$ cat config.mk
export PLATFORM = sky130hd
export DESIGN_NAME = dac_command_regs
export DESIGN_NICKNAME = d
export VERILOG_FILES = /design/src/shared/dac_cmd_pkg.sv /design/src/core/chan_word_store.sv /design/src/core/dac_command_regs.sv
export VERILOG_INCLUDE_DIRS = /design/src /design/src/shared
export SDC_FILE = /design/constraint.sdc
export NUM_CORES = 1
export LEC_CHECK = 0
export BUFFER_PORTS_ARGS = -buffer_cell sky130_fd_sc_hd__buf_2
export CORE_MARGIN = 4
export CORE_UTILIZATION = 30
export CTS_CLUSTER_DIAMETER = 150
export DETAILED_ROUTE_END_ITERATION = 6
export GPL_TIMING_DRIVEN = 0
export PLACE_DENSITY = 0.45
export SLEW_MARGIN = 20
export SYNTH_ARGS = -nofsm -noshare
export SYNTH_HDL_FRONTEND = slang
export SYNTH_HIERARCHICAL = 1
export SYNTH_SLANG_ARGS = --single-unit
$ cat constraint.sdc
create_clock -name mclk -period 3.4 [get_ports mclk]
set_input_delay 1.02 -clock mclk [delete_from_list [all_inputs] [get_ports mclk]]
set_output_delay 1.02 -clock mclk [all_outputs]
set_load 0.01 [all_outputs]
$ cat src/shared/dac_cmd_map.svh
`ifndef DAC_CMD_MAP_SVH
`define DAC_CMD_MAP_SVH

// Register-map (I2C/SPI) addresses
`define ADDR_FAST_CODE_BASE 8'h40
`define ADDR_BROADCAST 8'h50

// PMBus command codes and pages
`define CMD_PAGE 8'h00
`define CMD_OPERATION 8'h01
`define CMD_COMM_FAULT 8'h78
`define CMD_BROADCAST 8'hF1
`define PAGE_GLOBAL 8'hFF
`define PAGE_LAST_CHANNEL 8'h03

// Operation codes
`define OP_OFF 8'h00
`define OP_ON 8'h80
`define OP_MARGIN_HIGH 8'hA4
`define OP_MARGIN_LOW 8'h94

// Field positions
`define COMM_FAULT_BIT 9
`define BROADCAST_LSB 4

// Reset values
`define RST_PAGE 16'h0300
`define RST_BROADCAST 16'h0000
`define RST_OPERATION 16'h0000
`define RST_FAST_CODE 16'h0000

`endif

$ cat src/shared/dac_cmd_pkg.sv
package dac_cmd_pkg;
  typedef enum logic [1:0] {
    OUT_OFF,
    OUT_ON,
    OUT_MARGIN_HIGH,
    OUT_MARGIN_LOW
  } out_mode_t;
endpackage

$ cat src/core/chan_word_store.sv
`timescale 1ns/1ps
// ----------------------------------------
// Small per-channel word store, registered read
// ----------------------------------------
module chan_word_store #(
  parameter int WORDS = 4,
  parameter int AW = 2
) (
  input wire logic mclk,
  input wire logic nrst,
  input wire logic [WORDS-1:0] wr_en,
  input wire logic [15:0] wr_data,
  input wire logic [AW-1:0] rd_addr,
  output logic [15:0] rd_data,
  output logic [WORDS*16-1:0] all_words
);
  logic [15:0] mem_ff [WORDS];
  logic [15:0] nxt_mem [WORDS];
  logic [15:0] rd_data_ff;
  logic [15:0] nxt_rd_data;

  always_comb begin
    for (int i = 0; i < WORDS; i++) begin
      nxt_mem[i] = wr_en[i] ? wr_data : mem_ff[i];
    end
    nxt_rd_data = mem_ff[rd_addr];
  end

  always_ff @(posedge mclk or negedge nrst) begin
    if (!nrst) begin
      for (int i = 0; i < WORDS; i++) begin
        mem_ff[i] <= 16'h0000;
      end
      rd_data_ff <= 16'h0000;
    end else begin
      for (int i = 0; i < WORDS; i++) begin
        mem_ff[i] <= nxt_mem[i];
      end
      rd_data_ff <= nxt_rd_data;
    end
  end

  assign rd_data = rd_data_ff;

  always_comb begin
    for (int i = 0; i < WORDS; i++) begin
      all_words[i*16 +: 16] = mem_ff[i];
    end
  end
endmodule

$ cat src/core/dac_command_regs.sv
`timescale 1ns/1ps
`include "dac_cmd_map.svh"
// ----------------------------------------
// Summary of operation
// ----------------------------------------
// Summary of operation
// (RULE1) Per-channel 8-bit current code held in bits 15-8, low byte ignored.
// (RULE2) Fast current code only on register map, never reachable over PMBus.
// (RULE3) Broadcast code is bits 15-4, left aligned; 10-bit ignores two lowest.
// (RULE4) Broadcast write updates only channels with participation enabled.
// (RULE5) PMBus broadcast code sits at command F1h on page FFh.
// (RULE6) Page selector in upper byte at command 00h on any page.
// (RULE7) Operation command at 01h; pages 00h-03h pick channels 0-3.
// (RULE8) Operation 00h off, 80h on, A4h margin high.
// (RULE9) Operation 94h selects margin low.
// (RULE10) Fault flag bit 9 set on clock count, read-first, address, data errors.
// (RULE11) Fault flag stays set until host writes one; zero leaves it.
// (RULE12) Fault register at command 78h regardless of page.
// (RULE13) Host sets page before any paged command.
// (RULE14) Unknown operation byte rejected, output unchanged, fault flag set.
module dac_command_regs #(
  parameter int CHANNELS = 4,
  parameter int RESOLUTION = 12
) (
  input wire logic mclk,
  input wire logic nrst,
  // Register-map (I2C/SPI) access
  input wire logic map_wr,
  input wire logic map_rd,
  input wire logic [7:0] map_addr,
  input wire logic [15:0] map_wdata,
  output logic [15:0] map_rdata,
  // PMBus access, frame already decoded by the serial front end
  input wire logic pm_wr,
  input wire logic pm_rd,
  input wire logic [7:0] pm_cmd,
  input wire logic [15:0] pm_wdata,
  input wire logic pm_clock_count_err,
  input wire logic pm_read_before_write,
  output logic [15:0] pm_rdata,
  // Per-channel participation bits from the function setup registers
  input wire logic [CHANNELS-1:0] broadcast_participation_enable,
  output logic [CHANNELS*8-1:0] channel_fast_current_code,
  output logic [CHANNELS*RESOLUTION-1:0] channel_code,
  output logic [CHANNELS-1:0] channel_code_load,
  output logic [CHANNELS*2-1:0] channel_out_mode,
  output logic comm_fault_flag
);
  localparam int AW = $clog2(CHANNELS);

  logic [15:0] broadcast_ff, nxt_broadcast;
  logic [7:0] page_ff, nxt_page;
  logic fault_ff, nxt_fault;
  dac_cmd_pkg::out_mode_t mode_ff [CHANNELS];
  dac_cmd_pkg::out_mode_t nxt_mode [CHANNELS];
  logic [7:0] op_ff [CHANNELS];
  logic [7:0] nxt_op [CHANNELS];
  logic [CHANNELS*RESOLUTION-1:0] code_ff, nxt_code;
  logic [CHANNELS-1:0] load_ff, nxt_load;
  logic [15:0] map_rdata_ff, nxt_map_rdata;
  logic [15:0] pm_rdata_ff, nxt_pm_rdata;

  logic [CHANNELS-1:0] fast_wr;
  logic [15:0] fast_rd;
  logic [CHANNELS*16-1:0] fast_words;
  logic [AW-1:0] fast_rd_idx;
  logic fast_hit;

  function automatic logic is_channel_page(input logic [7:0] pg);
    return pg <= `PAGE_LAST_CHANNEL;
  endfunction

  function automatic logic valid_op(input logic [7:0] op);
    return op == `OP_OFF || op == `OP_ON || op == `OP_MARGIN_HIGH || op == `OP_MARGIN_LOW;
  endfunction

  // ----------------------------------------
  // Fast current code store
  // ----------------------------------------
  // (RULE2) Map decode only
  assign fast_hit = map_addr >= `ADDR_FAST_CODE_BASE &&
                    map_addr < `ADDR_FAST_CODE_BASE + 8'(CHANNELS);
  assign fast_rd_idx = AW'(map_addr - `ADDR_FAST_CODE_BASE);

  always_comb begin
    for (int i = 0; i < CHANNELS; i++) begin
      fast_wr[i] = map_wr && fast_hit && fast_rd_idx == AW'(i);
    end
  end

  // (RULE1) Low byte dropped on store
  chan_word_store #(.WORDS(CHANNELS), .AW(AW)) u_fast (
    .mclk(mclk),
    .nrst(nrst),
    .wr_en(fast_wr),
    .wr_data({map_wdata[15:8], 8'h00}),
    .rd_addr(fast_rd_idx),
    .rd_data(fast_rd),
    .all_words(fast_words)
  );

  always_comb begin
    for (int i = 0; i < CHANNELS; i++) begin
      channel_fast_current_code[i*8 +: 8] = fast_words[i*16+8 +: 8];
    end
  end

  // ----------------------------------------
  // Register and command state
  // ----------------------------------------
  always_comb begin
    logic bc_wr;
    logic bc_map;
    logic pm_known;
    bc_wr = 1'b0;
    bc_map = 1'b0;
    pm_known = 1'b0;
    nxt_broadcast = broadcast_ff;
    nxt_page = page_ff;
    nxt_fault = fault_ff;
    nxt_code = code_ff;
    nxt_load = '0;
    nxt_map_rdata = map_rdata_ff;
    nxt_pm_rdata = pm_rdata_ff;
    for (int i = 0; i < CHANNELS; i++) begin
      nxt_mode[i] = mode_ff[i];
      nxt_op[i] = op_ff[i];
    end

    // (RULE5) Broadcast on page FFh
    bc_map = map_wr && map_addr == `ADDR_BROADCAST;
    bc_wr = bc_map || (pm_wr && pm_cmd == `CMD_BROADCAST && page_ff == `PAGE_GLOBAL);
    if (bc_wr) begin
      // (RULE3) Keep bits 15-4
      // Source picked by the map hit, so a map write elsewhere cannot steal a PMBus broadcast
      nxt_broadcast = {(bc_map ? map_wdata[15:4] : pm_wdata[15:4]), 4'h0};
      // (RULE4) Participating channels only
      for (int i = 0; i < CHANNELS; i++) begin
        if (broadcast_participation_enable[i]) begin
          nxt_code[i*RESOLUTION +: RESOLUTION] = nxt_broadcast[15 -: RESOLUTION];
          nxt_load[i] = 1'b1;
        end
      end
    end

    if (map_rd) begin
      if (fast_hit) begin
        nxt_map_rdata = 16'h0000;
      end else if (map_addr == `ADDR_BROADCAST) begin
        nxt_map_rdata = broadcast_ff;
      end else begin
        nxt_map_rdata = 16'h0000;
      end
    end

    if (pm_wr || pm_rd) begin
      // (RULE6) Page selector on any page
      if (pm_cmd == `CMD_PAGE) begin
        pm_known = 1'b1;
        if (pm_wr) begin
          nxt_page = pm_wdata[15:8];
        end
        nxt_pm_rdata = {page_ff, 8'h00};
      end else if (pm_cmd == `CMD_COMM_FAULT) begin
        // (RULE12) Page independent
        pm_known = 1'b1;
        nxt_pm_rdata = 16'(fault_ff) << `COMM_FAULT_BIT;
        // (RULE11) Write one clears
        if (pm_wr && pm_wdata[`COMM_FAULT_BIT]) begin
          nxt_fault = 1'b0;
        end
      end else if (pm_cmd == `CMD_OPERATION && is_channel_page(page_ff)) begin
        // (RULE7) Page picks channel
        pm_known = 1'b1;
        nxt_pm_rdata = {op_ff[AW'(page_ff)], 8'h00};
        if (pm_wr) begin
          if (valid_op(pm_wdata[15:8])) begin
            nxt_op[AW'(page_ff)] = pm_wdata[15:8];
            // (RULE8) Off, on, margin high
            if (pm_wdata[15:8] == `OP_OFF) begin
              nxt_mode[AW'(page_ff)] = dac_cmd_pkg::OUT_OFF;
            end else if (pm_wdata[15:8] == `OP_ON) begin
              nxt_mode[AW'(page_ff)] = dac_cmd_pkg::OUT_ON;
            end else if (pm_wdata[15:8] == `OP_MARGIN_HIGH) begin
              nxt_mode[AW'(page_ff)] = dac_cmd_pkg::OUT_MARGIN_HIGH;
            end else begin
              // (RULE9) Margin low
              nxt_mode[AW'(page_ff)] = dac_cmd_pkg::OUT_MARGIN_LOW;
            end
          end else begin
            // (RULE14) Reject unknown op
            nxt_fault = 1'b1;
          end
        end
      end else if (pm_cmd == `CMD_BROADCAST && page_ff == `PAGE_GLOBAL) begin
        pm_known = 1'b1;
        nxt_pm_rdata = broadcast_ff;
      end
      // (RULE10) Bad address sets fault
      if (!pm_known) begin
        nxt_fault = 1'b1;
        nxt_pm_rdata = 16'h0000;
      end
    end

    // (RULE10) Framing errors; set wins over clear
    if (pm_clock_count_err || pm_read_before_write) begin
      nxt_fault = 1'b1;
    end
  end

  always_ff @(posedge mclk or negedge nrst) begin
    if (!nrst) begin
      broadcast_ff <= `RST_BROADCAST;
      page_ff <= 8'h03;
      fault_ff <= 1'b0;
      code_ff <= '0;
      load_ff <= '0;
      map_rdata_ff <= 16'h0000;
      pm_rdata_ff <= 16'h0000;
      for (int i = 0; i < CHANNELS; i++) begin
        mode_ff[i] <= dac_cmd_pkg::OUT_OFF;
        op_ff[i] <= 8'h00;
      end
    end else begin
      broadcast_ff <= nxt_broadcast;
      page_ff <= nxt_page;
      fault_ff <= nxt_fault;
      code_ff <= nxt_code;
      load_ff <= nxt_load;
      map_rdata_ff <= nxt_map_rdata;
      pm_rdata_ff <= nxt_pm_rdata;
      for (int i = 0; i < CHANNELS; i++) begin
        mode_ff[i] <= nxt_mode[i];
        op_ff[i] <= nxt_op[i];
      end
    end
  end

  // ----------------------------------------
  // Outputs
  // ----------------------------------------
  // Fast code reads come out of the store one cycle after the request, same as others
  logic fast_rd_pend_ff, nxt_fast_rd_pend;
  assign nxt_fast_rd_pend = map_rd && fast_hit;
  always_ff @(posedge mclk or negedge nrst) begin
    if (!nrst) begin
      fast_rd_pend_ff <= 1'b0;
    end else begin
      fast_rd_pend_ff <= nxt_fast_rd_pend;
    end
  end

  assign map_rdata = fast_rd_pend_ff ? fast_rd : map_rdata_ff;
  assign pm_rdata = pm_rdata_ff;
  assign comm_fault_flag = fault_ff;
  assign channel_code = code_ff;
  assign channel_code_load = load_ff;

  always_comb begin
    for (int i = 0; i < CHANNELS; i++) begin
      channel_out_mode[i*2 +: 2] = mode_ff[i];
    end
  end
endmodule

== After elaboration in Yosys (flattened, before gate mapping) ==
Cells that the tools add are included.
Storage, ports and cells
  register bits after elaboration: 194
  bits in latches: 0
  bits in writable memories: 0
  memory bits (read-only): 0
  input port bits: 60
  word-level logic and storage cells: 135
  memories kept: 0
Operators by class
  add/subtract/negate cells: 1
  $mul: 0
  div/mod/pow operators: 0
  order comparisons: 6
  equal/unequal tests: 17
  shift operators: 0
  muxes and demuxes: 42
  bitwise logic cells: 13
  reduce and logical (&&, ||, !) cells: 32
Operators with widths (number)
  2-to-1 mux 16 bit: 10
  2-to-1 mux 8 bit: 6
  == test 8 bit (second input constant): 5
  binary-select mux 16 bit (select 2 bit): 1
  bitwise mux 32 bit: 1
  2-to-1 mux 1 bit: 18
  binary-select mux 8 bit (select 2 bit): 1
  demux 8 bit (select 2 bit): 1
  == test 8 x 7 -> 1 bit (second input constant): 2
  zero test 8 bit: 2
  inequality test 4 x 3 -> 1 bit (second input constant): 4
  logical AND 1 bit: 14
  2-to-1 mux 12 bit: 1
  AND reduction 6 bit: 2
  AND reduction 2 bit: 5
  bitwise AND 4 bit: 2
  bitwise AND 8 bit: 1
  == test 8 x 1 -> 1 bit (second input constant): 1
  greater-or-equal comparator 8 x 7 -> 1 bit (second input constant): 1
  less-or-equal comparator 8 x 2 -> 1 bit (second input constant): 1
  < comparator 8 x 7 -> 1 bit (second input constant): 1
  inverter 4 bit: 2
  inverter 8 bit: 1
  bitwise OR 4 bit: 2
  other kinds (17): 26

== Longest topological paths before layout ==
Gate-level depths: netlist of run 1.
  depth after elaboration: 12
  mapped depth: 7
  mapped depth without buffers: 5

== Cells and area by module ==
The synthesis of run 1 kept the hierarchy.
Modules (own cells, without submodules)
  dac_command_regs: instances 1, cells an instance 477, area each 6256.0 µm²
  chan_word_store: instances 1, cells an instance 172, area each 3186.8 µm²

== Worst setup path after synthesis of run 1 ==
Ideal clock, no wire load.
  path kind: input to register
  start: in pm_cmd[1]
  end: reg broadcast_ff[10]
  setup time: 0.125 ns
  data arrival time: 2.889 ns
  data required time: 3.275 ns
  slack: 0.386 ns
  stages: 4
  cell sequence: or4b_4 o41ai_4 buf_4 mux2_2
Between the ends
  word-level cells in the longest chain between the ends: 4
RTL lines
  start, declared: RTL line dac_command_regs.sv:36  | input wire logic [7:0] pm_cmd,
  == test 8 bit (no line)
  logical AND 1 bit (no line) (2 in series)
  logical OR 1 bit: RTL line dac_command_regs.sv:132  | bc_wr = bc_map || (pm_wr && pm_cmd == `CMD_BROADCAST && page_ff == `PAGE_GLOBAL);
  end signal, assigned: RTL line dac_command_regs.sv:214  | broadcast_ff <= `RST_BROADCAST;
  end signal, assigned: RTL line dac_command_regs.sv:226  | broadcast_ff <= nxt_broadcast;
  end, declared: RTL line dac_command_regs.sv:51  | logic [15:0] broadcast_ff, nxt_broadcast;
No other way between the ends.
A chain may end at the register's enable or synchronous reset.

== Worst setup path after layout of run 1 ==
  start: reg fast_rd_pend_ff
  end: out map_rdata[15]
Between the ends
  word-level cells in the longest chain between the ends: 1
RTL lines
  start, declared: RTL line dac_command_regs.sv:244  | logic fast_rd_pend_ff, nxt_fast_rd_pend;
  start signal, assigned: RTL line dac_command_regs.sv:250  | fast_rd_pend_ff <= nxt_fast_rd_pend;
  2-to-1 mux 16 bit: RTL line dac_command_regs.sv:254  | assign map_rdata = fast_rd_pend_ff ? fast_rd : map_rdata_ff;
  end, declared: RTL line dac_command_regs.sv:32  | output logic [15:0] map_rdata,
No other way between the ends.

==> results.txt, run 1 <==
Sorting the synthesized cells by how often they occur yields 216 x dfrtp_1, 139 x mux2_2, 47 x nand2_1. The number of setup buffers added after CTS is 0. The number of synthesized register bits was 218; the post-placement cell area was 0.0110 mm². In the final design database the tool counted 945 nets.

The via count of the first global-routing pass was 6270. In this run the remaining antenna-violating nets after routing total 0. The floorplan step set the die height to 185 µm. Number of antenna violations at the first check in global routing: 1. After routing the design area is 0.0118 mm². The signal on the critical path passes through clkbuf_1 > clkbuf_1 > nand2_1 > o21ai_0 > buf_2. The floorplan has 64 rows.

Summed over all nets, the half-perimeter wirelength after detailed placement is 18300 µm. For the number of max-slew violations in the final report, the log shows 0. The routed wire length is 25700 µm, and the count of TritonRoute iterations in the first routing pass is 4.

Setup repair after global routing left no endpoint under its margin. Relative to the synthesized area, the layout overhead comes to 25.4%. The largest fanout of any net on the critical path is 10, and the last weighted congestion value of the routability-driven placer is 0.766.

After filler insertion, the fill cell instance count of the layout stands at 3012. The tools report the number of hold violations in the final report as 0. The tools report the total CTS buffers as 26.

At the worst endpoint, the arrival time is 2.16 ns. The worst path needs 3.18 ns of the cycle, external delays included. The post-route clock skew is 0.0109 ns. On the critical path, the stage with the largest delay is an instance of clkbuf_1. The floorplan step defined a core boundary enclosing 0.0308 mm².

The global-route wire length before repair was 39500 µm; the combined buffer and inverter count along the critical path was 3. The internal portion of total power is 0.00447 W, and the fmax is 314 MHz. The top-area cell type share of the netlist area was 57.2%. The run gives 0.00132 W as the net switching component of the power. For the register area share after synthesis, the log shows 57.8%. The library cell with the largest summed area after synthesis was dfrtp_1.

The proportion of layout cells with a drive suffix above 1 is 48.8%. After clock tree synthesis, the clock-pin slew on the worst setup and hold paths is 0.06 ns. The relative slew slack was 31.1%. In the finished design, the share of the clock period the worst path needs comes to 93.6%. Max-cap violations in this run came to 0. The worst-margin pin slew is 1.03 ns.

The min-delay analysis places its worst path in the category in -> async. The async set-or-reset flop fraction in the synthesized netlist is 100%. The cell at the root of the clock tree is clkbuf_16.

The logic gate share of total power is 6.2%. The run finished with clean final reports. After technology mapping, the gate count stands at 649. Overall power consumption after layout is estimated at 0.00579 W. The synthesized design contains 0 enable-type register cells. For the clock network fraction of total power, the log shows 46.9%. In this run the tool buffered the top-level ports with 171 buffer cells. The setup path with the least slack is of type reg -> out. For the remaining design rule violation count, the log shows 0. The number of warnings printed during yosys synthesis was 6; the number of clock sinks seen by CTS was 218. The clock passes through at most 3 buffers. For this run, the total global-route usage over all layers was measured as 14.9%. The mapped netlist covers 0.00944 mm².

Dividing the detail-routed wire length by the instance count gives 19.7 µm. The cell area power density works out to 489 mW/mm². Dividing the detail-routed via count by the number of cells gives 4.58. The floorplan step defined a die boundary enclosing 0.0344 mm². Sequential cells burn 46.9% of the power. During I/O placement, the number of pins put on the boundary was 185.

Summed over all layers, the global routing overflow is 0. The logs give 1 for the number of levels the H-tree was split into and 30.6% for the effective utilization at floorplan. The count of final setup violators is 0. Among the stages of the critical path, the cell type that occurs most often is clkbuf_1. The number of different library cells used by synthesis comes to 47. The run gives 6.26 nW as the leakage power total. For this run, the slowest stage of the critical path takes 0.48 ns.

Grouping stages by cell kind, the critical path spends the most delay in buffers and inverters. The startpoint class of the critical path was a register. The violation count after the first detailed-route iteration was 257; the source-to-sink clock delay at the later pin of the worst-skew pair was 0.52 ns. The most frequently used flop master after synthesis is dfrtp_1.

The most common cell in the synthesized netlist is dfrtp_1. The endpoint required time on the critical path was 2.38 ns. The floorplan step set the die width to 185 µm. Across the VDD grid, the largest voltage drop is 300 µV. Net switching is 22.8% of the power.

The synthesized area divided by synthesized cell count was 14.5 µm². For the largest net degree at the start of global routing, the log shows 89. Yosys attributes the largest share of cell area to dfrtp_1 57%, mux2_2 17%, mux2_4 5.7%. The final route contains 5954 vias. TritonCTS built the clock tree. The worst setup path is captured at an output port.
## area by class of cell
cell class                 count  area [µm²]  share of cell area, %
sequential                   218        5460                   46.1
multi-input combinational    411        3820                   32.3
timing repair buffer         173         921                   7.78
clock buffer                  44         830                   7.01
tap                          396         495                   4.19
buffer                        36         223                   1.88
inverter                      19        71.3                  0.602
clock inverter                 3        15.0                  0.127
antenna                        1        2.50                 0.0211
## metrics by stage
step	setup TNS [ns]	hold WS [ns]	instances	utilization, %	worst slack [ns]
5_1_grt	0	0.465	1300	38.4	0.0496
4_1_cts	0	0.443	1300	38.4	0.0382
3_5_place_dp	-9.83	0.459	1253	35.6	-0.279
3_3_place_gp	-628.41	0.458	1251	35.4	-2.87
2_1_floorplan	0	0.449	684	-	0.386
6_report	0	0.437	1301	38.4	0.216
## power groups by stage
stage | Combinational (W) | Clock [W] | Sequential [W]
5_1_grt | 0.000401 | 0.00291 | 0.00273
4_1_cts | 0.000368 | 0.00280 | 0.00272
2_1_floorplan | 0.000155 | 0 | 0.00277
6_report | 0.000358 | 0.00272 | 0.00272
3_3_place_gp | 0.000356 | 0 | 0.00277
3_5_place_dp | 0.000367 | 0 | 0.00277
## layer usage
metal | vias up | track usage (%) | share of wire (%)
met5 | - | 0 | 0
met2 | 128 | 23.9 | 47
met4 | 0 | 2.88 | 1.8
met1 | 3022 | 20.9 | 46
met3 | 29 | 3.44 | 5.5
li1 | 2775 | - | -
## final timing paths
path / endpoint / from / slack (ns) / depth (start not counted)
worst max-delay path: map_rdata[15] / fast_rd_pend_ff / 0.22 / 5
worst min-delay path: channel_code[13] / nrst / 0.44 / 1
worst max register to register: broadcast_ff[15] / page_ff[0] / 0.64 / 6
worst min register to register: pm_rdata[6] / pm_rdata[6] / 0.47 / 2
max in group asynchronous: page_ff[0] / nrst / 1.78 / 3
min in group mclk: pm_rdata[6] / pm_rdata[6] / 0.47 / 2
## cell usage in the layout (no fill, tap or decap), drive strengths merged, types with 6 or more instances in the layout
cell type	instances
dfrtp	216
buf	194
mux2	175
clkbuf	59
nand2	51
conb	36
o21ai	36
mux4	24
inv	19
nor2b	15
and2	10
nor3	9
a22oi	7
nor2	6
nor4	6
## flip-flops by register name (all words and copies together) (netlist names), named ones only
name	cells
channel_code	48
page_ff	8
u_fast/rd_data	16
fast_rd_pend_ff	1
channel_code_load	4
op_ff	32
comm_fault_flag	1
u_fast/all_words	64
map_rdata_ff	12
broadcast_ff	12
channel_out_mode	4
pm_rdata	12
## timing repair
action	4_1_cts	5_1_grt
endpoints found under the setup margin	0	3
gates resized for setup	0	2
hold buffers	0	0
## logic make-up after synthesis
kind of cell	share of synthesized area, %
AOI/OAI and AO/OA	3.52
and+or+nand+nor	7.18
DFF	57.8
xor gates and xnor gates	0.0928
other	0.0397
muxes	28.3
buffers and inverters	3.10
Note: power is estimated with default switching activity, not from simulation.
==> run 2, diff against run 1 <==
--- a/config.mk
+++ b/config.mk
@@ -11,10 +11,8 @@
 export CORE_UTILIZATION = 30
 export CTS_CLUSTER_DIAMETER = 150
 export DETAILED_ROUTE_END_ITERATION = 6
-export GPL_TIMING_DRIVEN = 0
-export PLACE_DENSITY = 0.45
+export PLACE_DENSITY = 0.46
 export SLEW_MARGIN = 20
 export SYNTH_ARGS = -nofsm -noshare
 export SYNTH_HDL_FRONTEND = slang
-export SYNTH_HIERARCHICAL = 1
 export SYNTH_SLANG_ARGS = --single-unit
==> run 2 against run 1 <==
- count of clock-buffer cells in the layout shrank 26
- critical path depth rose by 2
- final cell count fell by 13%
- worst setup slack better by 0.49 ns
- highest routed layer unchanged
- combinational power down 20%
==> results.txt, run 2 <==
The run finished with clean final reports. In the layout the commonest cells are 176 x dfrtp_1, 167 x buf_2, 86 x nand2_1, 77 x o21ai_0, 61 x mux2_2. Number of clock sinks seen by CTS: 178 (-18%). The largest fanout of any net on the critical path is 10 (unchanged). The I/O pin count is 185 (unchanged), and the die area is 0.0275 mm² (-20%). The first element of the critical path is pm_cmd[3]. The tools report the fmax as 371 MHz (+18%).

The via count of the first global-routing pass is 5621 (-10%). Max-cap check violation count: 0 (unchanged). TritonCTS built the clock tree.

The post-route clock skew came out at 0.00899 ns (-0.00190 ns). For the final layout net count, the log shows 861 (-8.9%). The logs give 0 (-1) for the number of antenna violations at the first check in global routing and 33400 µm (-15%) for the global-route wire length before repair. The run gives 1106 (-12%) as the count of placed standard cells including taps.

The logs give 621 (-4.3%) for the gate count after technology mapping and 1138 (-13%) for the number of standard cells in the final layout excluding fillers. Critical path data arrival time: 3.00 ns (+0.84 ns). The number of buffer cells added on primary ports is 168 (-1.8%), and the violation count after the first detailed-route iteration is 263 (+2.3%). For the number of buffers inserted by hold repair at cts, the log shows 0 (unchanged). The routed length per placed instance came out at 18.6 µm (-5.8%).

The run gives 42 (-11%) as the count of distinct cell types in the synthesized netlist. The tightest min-delay check is of the reg -> reg type. The endpoint required time on the critical path is 3.70 ns (+1.32 ns), and the layout overhead on the synthesized area is 25.0%. The number of levels the H-tree was split into is 4 (+3), and the register area share after synthesis is 59.6% (+1.8 points). The setup path with the least slack is of type in -> reg. Count of final setup violators: 0 (unchanged). The leakage power total was 4.82 nW (-23%). The remaining design rule violation count was 0 (unchanged).

The source-to-sink clock delay at the later pin of the worst-skew pair came out at 0.42 ns (-0.10 ns). The clock slew at the register clock pins of the worst setup and hold paths came out at 0.07 ns (about the same). Yosys instantiated no cell more often than dfrtp_1. The logs give 0 (unchanged) for the number of gates given a new drive strength after cts and 54 (-39%) for the largest net degree at the start of global routing. The sum of negative setup slack came out at 0 ns (unchanged). The vertical die dimension is 166 µm (-11%). The number of flip-flops under the largest register name is 48 (-25%), and the synthesized area divided by synthesized cell count is 12.0 µm² (-17%). The worst register-to-register path begins at page_ff[0].

The via density per instance is 4.66 (+1.8%), and the total number of vias is 5303 (-11%). The relative slew slack was 35.3% (+4.2 points). In this run the clock root is driven by a clkbuf_16. The number of enable-type register cells in the synthesized netlist was 0 (unchanged); the post-placement cell area was 0.00877 mm² (-20%). The worst-margin pin slew was 0.967 ns (-0.0629 ns). The final critical-path required period is 2.69 ns (-0.492 ns).

The proportion of layout cells with a drive suffix above 1 was 37.8% (-11 points). The most common cell after layout, fill and taps aside is dfrtp_1. Setup repair after global routing left no endpoint under its margin. The placement row count came out at 57 (-11%). The most frequently used flop master after synthesis is dfrtp_1. By count the netlist is led by 176 x dfrtp_1, 86 x nand2_1, 77 x o21ai_0. The floorplan die width was 166 µm (-11%). The number of hold violations in the final report was 0 (unchanged); the number of warnings printed during yosys synthesis was 0 (-6). The last weighted congestion value of the routability-driven placer came out at 0.798 (+4.2%).

The routed wire length came out at 21100 µm (-18%). The run gives 30.6% (about the same) as the effective utilization at floorplan. The buffers inserted during post-CTS setup optimization was 0 (unchanged); the top-area cell type share of the netlist area was 58.9% (+1.7 points).

The final global-route overflow total was 0 (unchanged). The worst hold slack after final layout is 0.477 ns (+0.0401 ns), and the number of synthesized register bits is 178 (-18%). The remaining antenna violation count after routing was 0 (unchanged).

The tools report the worst-case vdd ir drop as 239 µV (-20%). The number of buffers on the longest clock path is 2 (-1), and the total CTS buffers is 17 (-35%). The final design area excluding fillers was 0.00935 mm² (-21%). The cell area power density was 474 mW/mm² (-3.0%); the synthesized area was 0.00747 mm² (-21%).

The detailed placement HPWL came out at 15800 µm (-14%). Of all cell types, the one taking the most synthesized area is dfrtp_1. The async set-or-reset flop fraction in the synthesized netlist was 100% (unchanged).

For the floorplan core area, the log shows 0.0244 mm² (-21%). The tools report the category of the worst setup path capture point as a register. By area the synthesized netlist is led by dfrtp_1 59%, mux2_2 9.2%, o21ai_0 5.2%. The final cycle utilization of the critical path is 79.2% (-14 points), and the total global routing track utilization is 15.4% (+0.52 points). Count of TritonRoute iterations in the first routing pass: 5 (+1). The count of inserted antenna diode cells was 0 (-1). The worst setup path is launched from an input port. The number of max-slew violations in the final report came out at 0 (unchanged). The origin of the worst min-delay path was channel_code[43].
-- run 2: final timing paths --
| path | end | slack [ns] | cells past startpoint |
|---|---|---|---|
| max in group asynchronous | channel_code[16] | 2.01 | 2 |
| max reg2reg | pm_rdata[9] | 0.99 | 6 |
| min reg2reg | channel_code[43] | 0.48 | 2 |
| max | channel_out_mode[0] | 0.71 | 7 |
| min | channel_code[43] | 0.48 | 2 |
| min in group asynchronous | pm_rdata[9] | 0.53 | 1 |
-- run 2: final cells by class --
cell class              instances  area [µm²]
inverters                      15        56.3
well taps                     324         405
repair buffers                191        1040
flip-flops and latches        178        4460
clock buffers                  18         429
multi-input cells             398        2810
fillers                      2422       15000
clock inverters                14         144
-- run 2: metrics by stage --
stage | utilization (%) | power (W) | setup WS, ns
floorplan | - | 0.00238 | 0.613
global placement | 36.0 | 0.00255 | 0.321
detailed placement | 36.0 | 0.00256 | 0.304
CTS | 38.3 | 0.00450 | 0.688
global route | 38.3 | 0.00461 | 0.565
finish | 38.3 | 0.00443 | 0.708
-- run 2: critical path, cell delays in order --
cell and delay (ns):
buf_2 0.14, nor4_1 0.40, and4_1 0.30, nand4_1 0.26, nor3_1 0.29, buf_4 0.24, mux2_2 0.35
-- run 2: logic make-up after synthesis --
group                     synth area share (%)
buffers and inverters                     3.13
DFF                                       59.6
muxes                                     16.8
and+or+nand+nor                           11.7
AOI/OAI and AO/OA                         8.59
other                                   0.0502
xor gates and xnor gates                 0.117
-- run 2: where the power goes --
part	switching, W	internal (W)	total (W)	leakage [nW]
Clock	0.000887	0.00103	0.00192	0.274
Combinational	0.000177	0.000112	0.000288	2.09
Sequential	0.0000514	0.00217	0.00222	2.45
Total	0.00112	0.00332	0.00443	4.82
-- run 2: metal layers --
metal / track usage (%) / wire length (µm)
met1: 21.2 / 9760
met2: 24.4 / 9850
met3: 4.78 / 1360
met4: 3.12 / 166
met5: 0 / 0
